## config.mk

```make
export PLATFORM = sky130hd
export DESIGN_NAME = sysopt_bank
export DESIGN_NICKNAME = d
export VERILOG_FILES = /design/src/hdl/sysopt_pkg.sv /design/src/hdl/sysopt_bank.sv
export SDC_FILE = /design/constraint.sdc
export NUM_CORES = 1
export LEC_CHECK = 0
export ABC_AREA = 1
export BUFFER_PORTS_ARGS = -buffer_cell sky130_fd_sc_hd__buf_2
export CAP_MARGIN = 40
export CORE_MARGIN = 8
export CORE_UTILIZATION = 32
export CTS_BUF_LIST = sky130_fd_sc_hd__clkbuf_16
export DETAILED_ROUTE_END_ITERATION = 8
export GPL_TIMING_DRIVEN = 0
export SYNTH_ARGS = -nofsm -noshare
export SYNTH_HDL_FRONTEND = slang
export SYNTH_SLANG_ARGS = --single-unit
```

## constraint.sdc

```tcl
create_clock -name clock_in -period 2 [get_ports clock_in]
set_input_delay 0.2 -clock clock_in [delete_from_list [all_inputs] [get_ports clock_in]]
set_output_delay 0.2 -clock clock_in [all_outputs]
set_load 0.02 [all_outputs]
```

## src/hdl/sysopt_pkg.sv

```systemverilog
// Package of the system option register bank: register select codes,
// field positions and reset values. Assumes an 8-bit CPU data path.
package sysopt_pkg;
	// Register select codes on the CPU register port
	localparam logic [1:0] SYSOPT_SEL_DBG = 2'h0;
	localparam logic [1:0] SYSOPT_SEL_OPT1 = 2'h1;
	localparam logic [1:0] SYSOPT_SEL_OPT2 = 2'h2;
	// Debug force reset register
	localparam int SYSOPT_FRC_BIT = 0;
	localparam logic [7:0] SYSOPT_DBG_READ = 8'h00;
	// Option register one fields
	localparam int SYSOPT_O1_WDOG_EN = 7;
	localparam int SYSOPT_O1_WDOG_LONG = 6;
	localparam int SYSOPT_O1_STOP_OK = 5;
	localparam int SYSOPT_O1_RSVD = 4;
	localparam int SYSOPT_O1_DBG_PIN = 1;
	localparam int SYSOPT_O1_RST_PIN = 0;
	// Bits that store a written value (bits 3 and 2 read zero)
	localparam logic [7:0] SYSOPT_O1_MASK = 8'hF3;
	// Reset value without the reset pin enable, which is kept apart
	localparam logic [7:0] SYSOPT_O1_RESET = 8'hD2;
	localparam logic SYSOPT_RESET_PIN_ENABLE_POR = 1'h0;
	// Option register two fields
	localparam int SYSOPT_O2_WDOG_CLK = 7;
	localparam int SYSOPT_O2_I2C_PIN = 1;
	localparam int SYSOPT_O2_CMP_CAP = 0;
	localparam logic SYSOPT_O2_CLK_RESET = 1'h0;
	localparam logic SYSOPT_O2_I2C_RESET = 1'h0;
	localparam logic SYSOPT_O2_CMP_RESET = 1'h0;
	// State of the bank apart from the reset pin enable, registered as one word
	typedef struct packed {
		logic [7:0] opt1;
		logic opt1_locked;
		logic wdog_clk_sel;
		logic wdog_clk_locked;
		logic i2c_pin_sel;
		logic cmp_to_cap;
		logic [7:0] rdata;
		logic force_reset;
		logic srs_clear;
		logic wdog_tick;
		logic illegal_stop;
		logic stop_enter;
		logic timer_ch0;
	} sysopt_state_t;
endpackage

```

## src/hdl/sysopt_bank.sv

```systemverilog
// System option register bank: debug force reset, write-once option one,
// option two with a write-once watchdog clock select.
// Assumes rst_in is any MCU reset and por_lvd_in is held high with it
// when that reset is a power-on or low-voltage reset.
// Summary of operation
// - Force reset register always reads zero
// - User program writes to force reset ignored
// - Debug write of one forces MCU reset
// - Option one: first write only, read anytime
// - Reserved bit four stores, controls nothing
// - Bit seven enables watchdog timeout reset
// - Bit six selects short or long timeout
// - Stop without allow gives illegal opcode reset
// - Bit one selects debug pin function
// - Debug pin enable reads one after reset
// - Bit zero gives reset pin with pullup
// - Reset pin enable clears on power resets
// - Option two bit seven picks watchdog clock
// - Watchdog clock select is write-once
// - Option two bit one places I2C pins
// - Option two bit zero routes comparator capture
// - Forced reset clears reset source flags
module sysopt_bank
	import sysopt_pkg::*;
(
	input wire logic clock_in,
	input wire logic rst_in,
	input wire logic por_lvd_in,
	input wire logic [1:0] cpu_sel_in,
	input wire logic cpu_rd_in,
	input wire logic cpu_wr_in,
	input wire logic [7:0] cpu_wdata_in,
	input wire logic dbg_wr_in,
	input wire logic [7:0] dbg_wdata_in,
	input wire logic stop_instr_in,
	input wire logic lfo_tick_in,
	input wire logic comparator_in,
	input wire logic timer_pin_in,
	output logic [7:0] cpu_rdata_out,
	output logic force_reset_out,
	output logic srs_clear_out,
	output logic watchdog_enable_out,
	output logic watchdog_long_timeout_out,
	output logic watchdog_clock_select_out,
	output logic watchdog_tick_out,
	output logic stop_mode_allow_out,
	output logic stop_enter_out,
	output logic illegal_opcode_reset_out,
	output logic debug_pin_enable_out,
	output logic reset_pin_enable_out,
	output logic reset_pin_pullup_out,
	output logic i2c_pin_select_out,
	output logic comparator_to_capture_out,
	output logic timer_ch0_out
);
	sysopt_state_t st_ff;
	sysopt_state_t nxt_st;
	// Reset pin enable lives apart: non-power resets must leave it alone
	logic reset_pin_enable_ff;
	logic nxt_reset_pin_enable;
	logic opt1_wr;
	logic opt2_wr;

	// Accepted CPU writes, one per register so the locks stay separate
	// A refused write leaves no trace; software cannot tell it was dropped
	assign opt1_wr = cpu_wr_in && cpu_sel_in == SYSOPT_SEL_OPT1 &&
		!st_ff.opt1_locked;
	assign opt2_wr = cpu_wr_in && cpu_sel_in == SYSOPT_SEL_OPT2;

	// Reset pin enable: cleared while a power reset is held
	// Unknown until the first power reset; the system must start with one
	assign nxt_reset_pin_enable = por_lvd_in ? SYSOPT_RESET_PIN_ENABLE_POR :
		(opt1_wr ? cpu_wdata_in[SYSOPT_O1_RST_PIN] : reset_pin_enable_ff);

	always_ff @(posedge clock_in) begin
		reset_pin_enable_ff <= nxt_reset_pin_enable;
	end

	// Next state of the bank apart from the reset pin enable
	always_comb begin
		nxt_st = st_ff;
		// Option one stores masked data on its first write only
		if (opt1_wr) begin
			nxt_st.opt1 = cpu_wdata_in & SYSOPT_O1_MASK;
			nxt_st.opt1_locked = 1'b1;
		end
		// Option two: pin and routing bits stay writable
		if (opt2_wr) begin
			nxt_st.i2c_pin_sel = cpu_wdata_in[SYSOPT_O2_I2C_PIN];
			nxt_st.cmp_to_cap = cpu_wdata_in[SYSOPT_O2_CMP_CAP];
			nxt_st.wdog_clk_locked = 1'b1;
			if (!st_ff.wdog_clk_locked) begin
				nxt_st.wdog_clk_sel = cpu_wdata_in[SYSOPT_O2_WDOG_CLK];
			end
		end
		// Read data, registered one cycle after the strobe
		// Unmapped select reads zero; a read never changes any state
		nxt_st.rdata = 8'h00;
		if (cpu_rd_in) begin
			unique case (cpu_sel_in)
				SYSOPT_SEL_DBG: nxt_st.rdata = SYSOPT_DBG_READ;
				SYSOPT_SEL_OPT1: nxt_st.rdata = {st_ff.opt1[7:1], reset_pin_enable_ff};
				SYSOPT_SEL_OPT2: begin
					nxt_st.rdata[SYSOPT_O2_WDOG_CLK] = st_ff.wdog_clk_sel;
					nxt_st.rdata[SYSOPT_O2_I2C_PIN] = st_ff.i2c_pin_sel;
					nxt_st.rdata[SYSOPT_O2_CMP_CAP] = st_ff.cmp_to_cap;
				end
				default: nxt_st.rdata = 8'h00;
			endcase
		end
		// Only the debug port reaches the force bit; CPU writes never do
		nxt_st.force_reset = dbg_wr_in &&
			dbg_wdata_in[SYSOPT_FRC_BIT];
		nxt_st.srs_clear = nxt_st.force_reset;
		// Watchdog tick: bus clock runs every cycle, else the slow tick
		// The timeout count itself belongs to the watchdog, not to this bank
		nxt_st.wdog_tick = st_ff.opt1[SYSOPT_O1_WDOG_EN] &&
			(st_ff.wdog_clk_sel || lfo_tick_in);
		// Stop decode: refused stop becomes an illegal opcode reset
		// Both pulses need opposite values of the stop allow bit, so they can never overlap
		nxt_st.stop_enter = stop_instr_in &&
			st_ff.opt1[SYSOPT_O1_STOP_OK];
		nxt_st.illegal_stop = stop_instr_in &&
			!st_ff.opt1[SYSOPT_O1_STOP_OK];
		// Capture channel 0 from comparator or from its own pin
		// Registered routing: channel 0 lags its source by one cycle
		nxt_st.timer_ch0 = st_ff.cmp_to_cap ? comparator_in :
			timer_pin_in;
	end

	// State register; every field has a constant reset value
	always_ff @(posedge clock_in or posedge rst_in) begin
		if (rst_in) begin
			st_ff.opt1 <= SYSOPT_O1_RESET;
			st_ff.opt1_locked <= 1'b0;
			st_ff.wdog_clk_sel <= SYSOPT_O2_CLK_RESET;
			st_ff.wdog_clk_locked <= 1'b0;
			st_ff.i2c_pin_sel <= SYSOPT_O2_I2C_RESET;
			st_ff.cmp_to_cap <= SYSOPT_O2_CMP_RESET;
			st_ff.rdata <= 8'h00;
			st_ff.force_reset <= 1'b0;
			st_ff.srs_clear <= 1'b0;
			st_ff.wdog_tick <= 1'b0;
			st_ff.illegal_stop <= 1'b0;
			st_ff.stop_enter <= 1'b0;
			st_ff.timer_ch0 <= 1'b0;
		end else begin
			st_ff <= nxt_st;
		end
	end

	// Outputs straight from flip-flops
	assign cpu_rdata_out = st_ff.rdata;
	assign force_reset_out = st_ff.force_reset;
	assign srs_clear_out = st_ff.srs_clear;
	assign watchdog_enable_out = st_ff.opt1[SYSOPT_O1_WDOG_EN];
	assign watchdog_long_timeout_out =
		st_ff.opt1[SYSOPT_O1_WDOG_LONG];
	assign watchdog_clock_select_out = st_ff.wdog_clk_sel;
	assign watchdog_tick_out = st_ff.wdog_tick;
	assign stop_mode_allow_out = st_ff.opt1[SYSOPT_O1_STOP_OK];
	assign stop_enter_out = st_ff.stop_enter;
	assign illegal_opcode_reset_out = st_ff.illegal_stop;
	assign debug_pin_enable_out = st_ff.opt1[SYSOPT_O1_DBG_PIN];
	// Pullup is on exactly when the pin acts as reset
	assign reset_pin_enable_out = reset_pin_enable_ff;
	assign reset_pin_pullup_out = reset_pin_enable_ff;
	assign i2c_pin_select_out = st_ff.i2c_pin_sel;
	assign comparator_to_capture_out = st_ff.cmp_to_cap;
	assign timer_ch0_out = st_ff.timer_ch0;
endmodule // sysopt_bank

```

==> results_tabular.tex <==
\begin{tabular}{lr}
\hline
Metric & Value \\
\hline
\multicolumn{2}{l}{\textbf{Outcome}} \\
\quad Run status & finished, final reports clean \\
\multicolumn{2}{l}{\textbf{Synth}} \\
\quad Leading area contributor after synthesis & dfrtp\_1 \\
\quad Netlist area before placement & approximately 960 um\^{}2 \\
\quad Unique masters post-synth & 16 \\
\quad Post-synth ARST share & 0.955 \\
\quad Number of flops mapped to enable cells by yosys & 0 \\
\quad Total of flip-flops plus latches after synthesis & 22 \\
\quad Ys Warns & 0 \\
\quad Most instantiated cells after synthesis & 26 x nand2\_1, 20 x inv\_1, 17 x dfrtp\_1 \\
\quad Post-Synthesis Mean Instance Area & 9.49 um\^{}2 \\
\quad Most common cell in the synthesized netlist & nand2\_1 \\
\quad Post-synth top flop & dfrtp\_1 \\
\quad Portion of synthesized cell area occupied by the leading cell type & 0.444 \\
\quad Leading cell types by total area after synthesis & dfrtp\_1 44\%, dfstp\_2 11\%, nand2\_1 10\% \\
\quad Gate Count Post-Synth & approximately 100 \\
\quad Part of the Yosys area used for sequential elements & 0.574 \\
\multicolumn{2}{l}{\textbf{Timing}} \\
\quad Maximum operating frequency & $\sim$860 MHz \\
\quad Aggregate negative setup slack & 0 ps \\
\quad Worst slew pin tran & between 700 and 800 ps \\
\quad Worst slew margin relative to its limit & 0.500 \\
\quad Final Hold Fails & 0 \\
\quad Worst-case hold slack & roughly 78 ps \\
\quad Worst-case setup margin in the final layout & between 800 and 900 ps \\
\quad Final slew viol count & 0 \\
\quad Final period util & 0.584 \\
\quad RSZ-0062 raised after global routing & false \\
\quad Final setup viols & 0 \\
\quad Clock Skews & between 1.5 and 2 ps \\
\quad Minimum clock period & roughly 1200 ps \\
\multicolumn{2}{l}{\textbf{Floorplan}} \\
\quad Die height & between 70 and 80 um \\
\quad Initial standard-cell utilization of the core & 0.325 \\
\quad Number of standard-cell rows in the floorplan & 20 \\
\quad Core Box Area & $\sim$0.0030 mm\^{}2 \\
\quad Overall die width & a little over 70 um \\
\quad I/O pin cnt & 51 \\
\quad Die Area & 0.00500 mm\^{}2 \\
\multicolumn{2}{l}{\textbf{Route}} \\
\quad Number of remaining DRC errors & 0 \\
\quad Routed wire per std cell & 10.6 um \\
\quad Met1 layer wirelength in the final routing & $\sim$730 um \\
\quad DRT Pass-1 Iters & 3 \\
\quad Top routing layer in use & met4 \\
\quad Via density per instance & between 4 and 5 \\
\quad Routed wire length on met2 & between 900 and 1000 um \\
\quad Iteration-0 DRC Markers & 7 \\
\quad Total wire length after detailed routing & 1880 um \\
\quad Post-DRT Antenna Nets & 0 \\
\quad Met3 wire length & 154 um \\
\quad Number of vias in the routed layout & a little over 700 \\
\multicolumn{2}{l}{\textbf{Layout}} \\
\quad Core utilization of the finished layout & 0.433 \\
\quad Antenna diode instance count & 0 \\
\quad Final-stage net count & between 150 and 200 \\
\quad Non-Filler Cell Area, Final & 0.00128 mm\^{}2 \\
\quad Layout area overhead & 33.3\% \\
\quad Final Instance Count excl. Fillers & around 180 \\
\quad Number of flip-flops under the largest register name & 6 \\
\quad Proportion of layout cells with a drive suffix above 1 & 0.441 \\
\multicolumn{2}{l}{\textbf{Global route}} \\
\quad Antenna violations before repair & 0 \\
\quad Wire length of the first global-routing pass & about 3300 um \\
\quad Total routing usage reported by global routing & 0.0798 \\
\quad Overall overflow remaining after global route & 0 \\
\quad Largest net degree at the start of global routing & 22 \\
\quad Via count of the first global-routing pass & between 700 and 800 \\
\multicolumn{2}{l}{\textbf{Power and ir drop}} \\
\quad Leak & 0.753 nW \\
\quad Total power density per cell area & about 750 mW/mm\^{}2 \\
\quad PnR Total Power & $\sim$0.96 mW \\
\quad Worst IR drop on VDD & between 0.2 and 0.25 mV \\
\multicolumn{2}{l}{\textbf{Hold path}} \\
\quad Min-Delay Path Class & input pin to asynchronous set/reset pin \\
\multicolumn{2}{l}{\textbf{Clocking}} \\
\quad Clk slew on worst S/H paths & $\sim$50 ps \\
\quad Worst-skew pair later-pin latency & around 250 ps \\
\quad CTS H-Tree Depth & 1 \\
\quad TritonCTS clock tree & done \\
\quad CTS resizes & 0 \\
\quad Count of hold buffers inserted by post-cts repair & 0 \\
\quad Post-CTS Setup Inserts & 0 \\
\quad Largest buffer count on any clock path & 2 \\
\quad TritonCTS Buffers & 3 \\
\quad Root buffer cell & clkbuf\_16 \\
\quad Number of sinks handled by clock tree synthesis & 22 \\
\multicolumn{2}{l}{\textbf{Flow run}} \\
\quad Max cap viols & 0 \\
\multicolumn{2}{l}{\textbf{Critical path}} \\
\quad Data required time at the worst endpoint & around 1800 ps \\
\quad Buf/Inv on CP & 1 \\
\quad Worst stage delay on the critical path & approximately 550 ps \\
\quad Worst EP arrival & just under 1000 ps \\
\quad Largest fanout on the critical path & 4 \\
\quad Register-to-Register Setup Slack & 1070 ps \\
\quad Worst reg2reg path startpoint & st\_ff[18]\$\_DFFE\_PP0P\_ \\
\quad Reg-to-reg critical path endpoint & stop\_mode\_allow\_out\$\_DFFE\_PP0P\_ \\
\quad Critical path launch point type & flip-flop \\
\quad CP max-delay cell & dfstp\_2 \\
\quad Kind of critical path & flip-flop to output pin \\
\quad Worst r2r path cells & 5 \\
\quad Cell chain of the critical path & buf\_2 \\
\quad Gate family responsible for the most delay along the worst path & flip-flops \\
\quad Crit. End Element & output pin \\
\multicolumn{2}{l}{\textbf{Placement}} \\
\quad Worst slack at placement & 821 ps \\
\quad Dpl hpwl & roughly 1500 um \\
\quad \# placed instances & 174 \\
\quad \# port buffers & 39 \\
\quad Final estimated routing congestion in global placement & approximately 0.75 \\
\quad Placement Cell Area & between 0.001 and 0.0015 mm\^{}2 \\
\hline
\end{tabular}
cell usage in the layout, fill, tap and decap left out:
| cell type | instances |
|---|---|
| nand3_2 | 1 |
| nand2_1 | 26 |
| conb_1 | 2 |
| a21oi_1 | 3 |
| buf_4 | 10 |
| o21ai_0 | 2 |
| nor2_1 | 6 |
| dfstp_2 | 4 |
| o21a_1 | 1 |
| ha_1 | 2 |
| clkbuf_16 | 3 |
| dfrtp_1 | 17 |
| mux2_2 | 1 |
| inv_1 | 21 |
| o21ai_2 | 5 |
| buf_2 | 39 |
| dfxtp_1 | 1 |
| buf_6 | 1 |
where the power goes:
group / switching [mW] / internal, mW / leakage [nW]
clock: 0.138 / 0.266 / 0.0423
sequential: 0.00834 / 0.457 / 0.268
combinational: 0.0556 / 0.0370 / 0.443
total: 0.202 / 0.760 / 0.753
cells by family after synthesis:
| group | after synthesis | share of synthesized area |
|---|---|---|
| DFF | 22 | 0.574 |
| buffers and inverters | 31 | 0.168 |
| adders and majority gates | 2 | 0.0261 |
| muxes | 1 | 0.0117 |
| and+or+nand+nor | 33 | 0.136 |
| other | 1 | 0.00391 |
| AOI/OAI and AO/OA | 11 | 0.0796 |
metal layers:
layer	track usage	vias up
li1	-	375
met1	0.0781	329
met2	0.138	18
met3	0.0325	2
met4	0.0485	0
met5	0	-
worst max path at each step:
stage,start,to,cells after the start
2_1_floorplan,cpu_sel_in[1],stop_mode_allow_out$_DFFE_PP0P_,6
3_3_place_gp,cpu_sel_in[1],stop_mode_allow_out$_DFFE_PP0P_,7
3_5_place_dp,cpu_sel_in[1],stop_mode_allow_out$_DFFE_PP0P_,7
4_1_cts,watchdog_enable_out$_DFFE_PP1P_,watchdog_enable_out,1
5_1_grt,debug_pin_enable_out$_DFFE_PP1P_,debug_pin_enable_out,1
6_report,watchdog_enable_out$_DFFE_PP1P_,watchdog_enable_out,1
area by class of cell:
class	instances	area (um^2)
buffer	11	86.3
clock buffer	3	75.1
clock inverter	1	3.75
fill	310	1680
inverter	20	75.1
multi-input combinational	49	250
sequential	22	551
tap	33	41.3
timing repair buffer	39	195
Note: power is estimated with default switching activity, not from simulation.
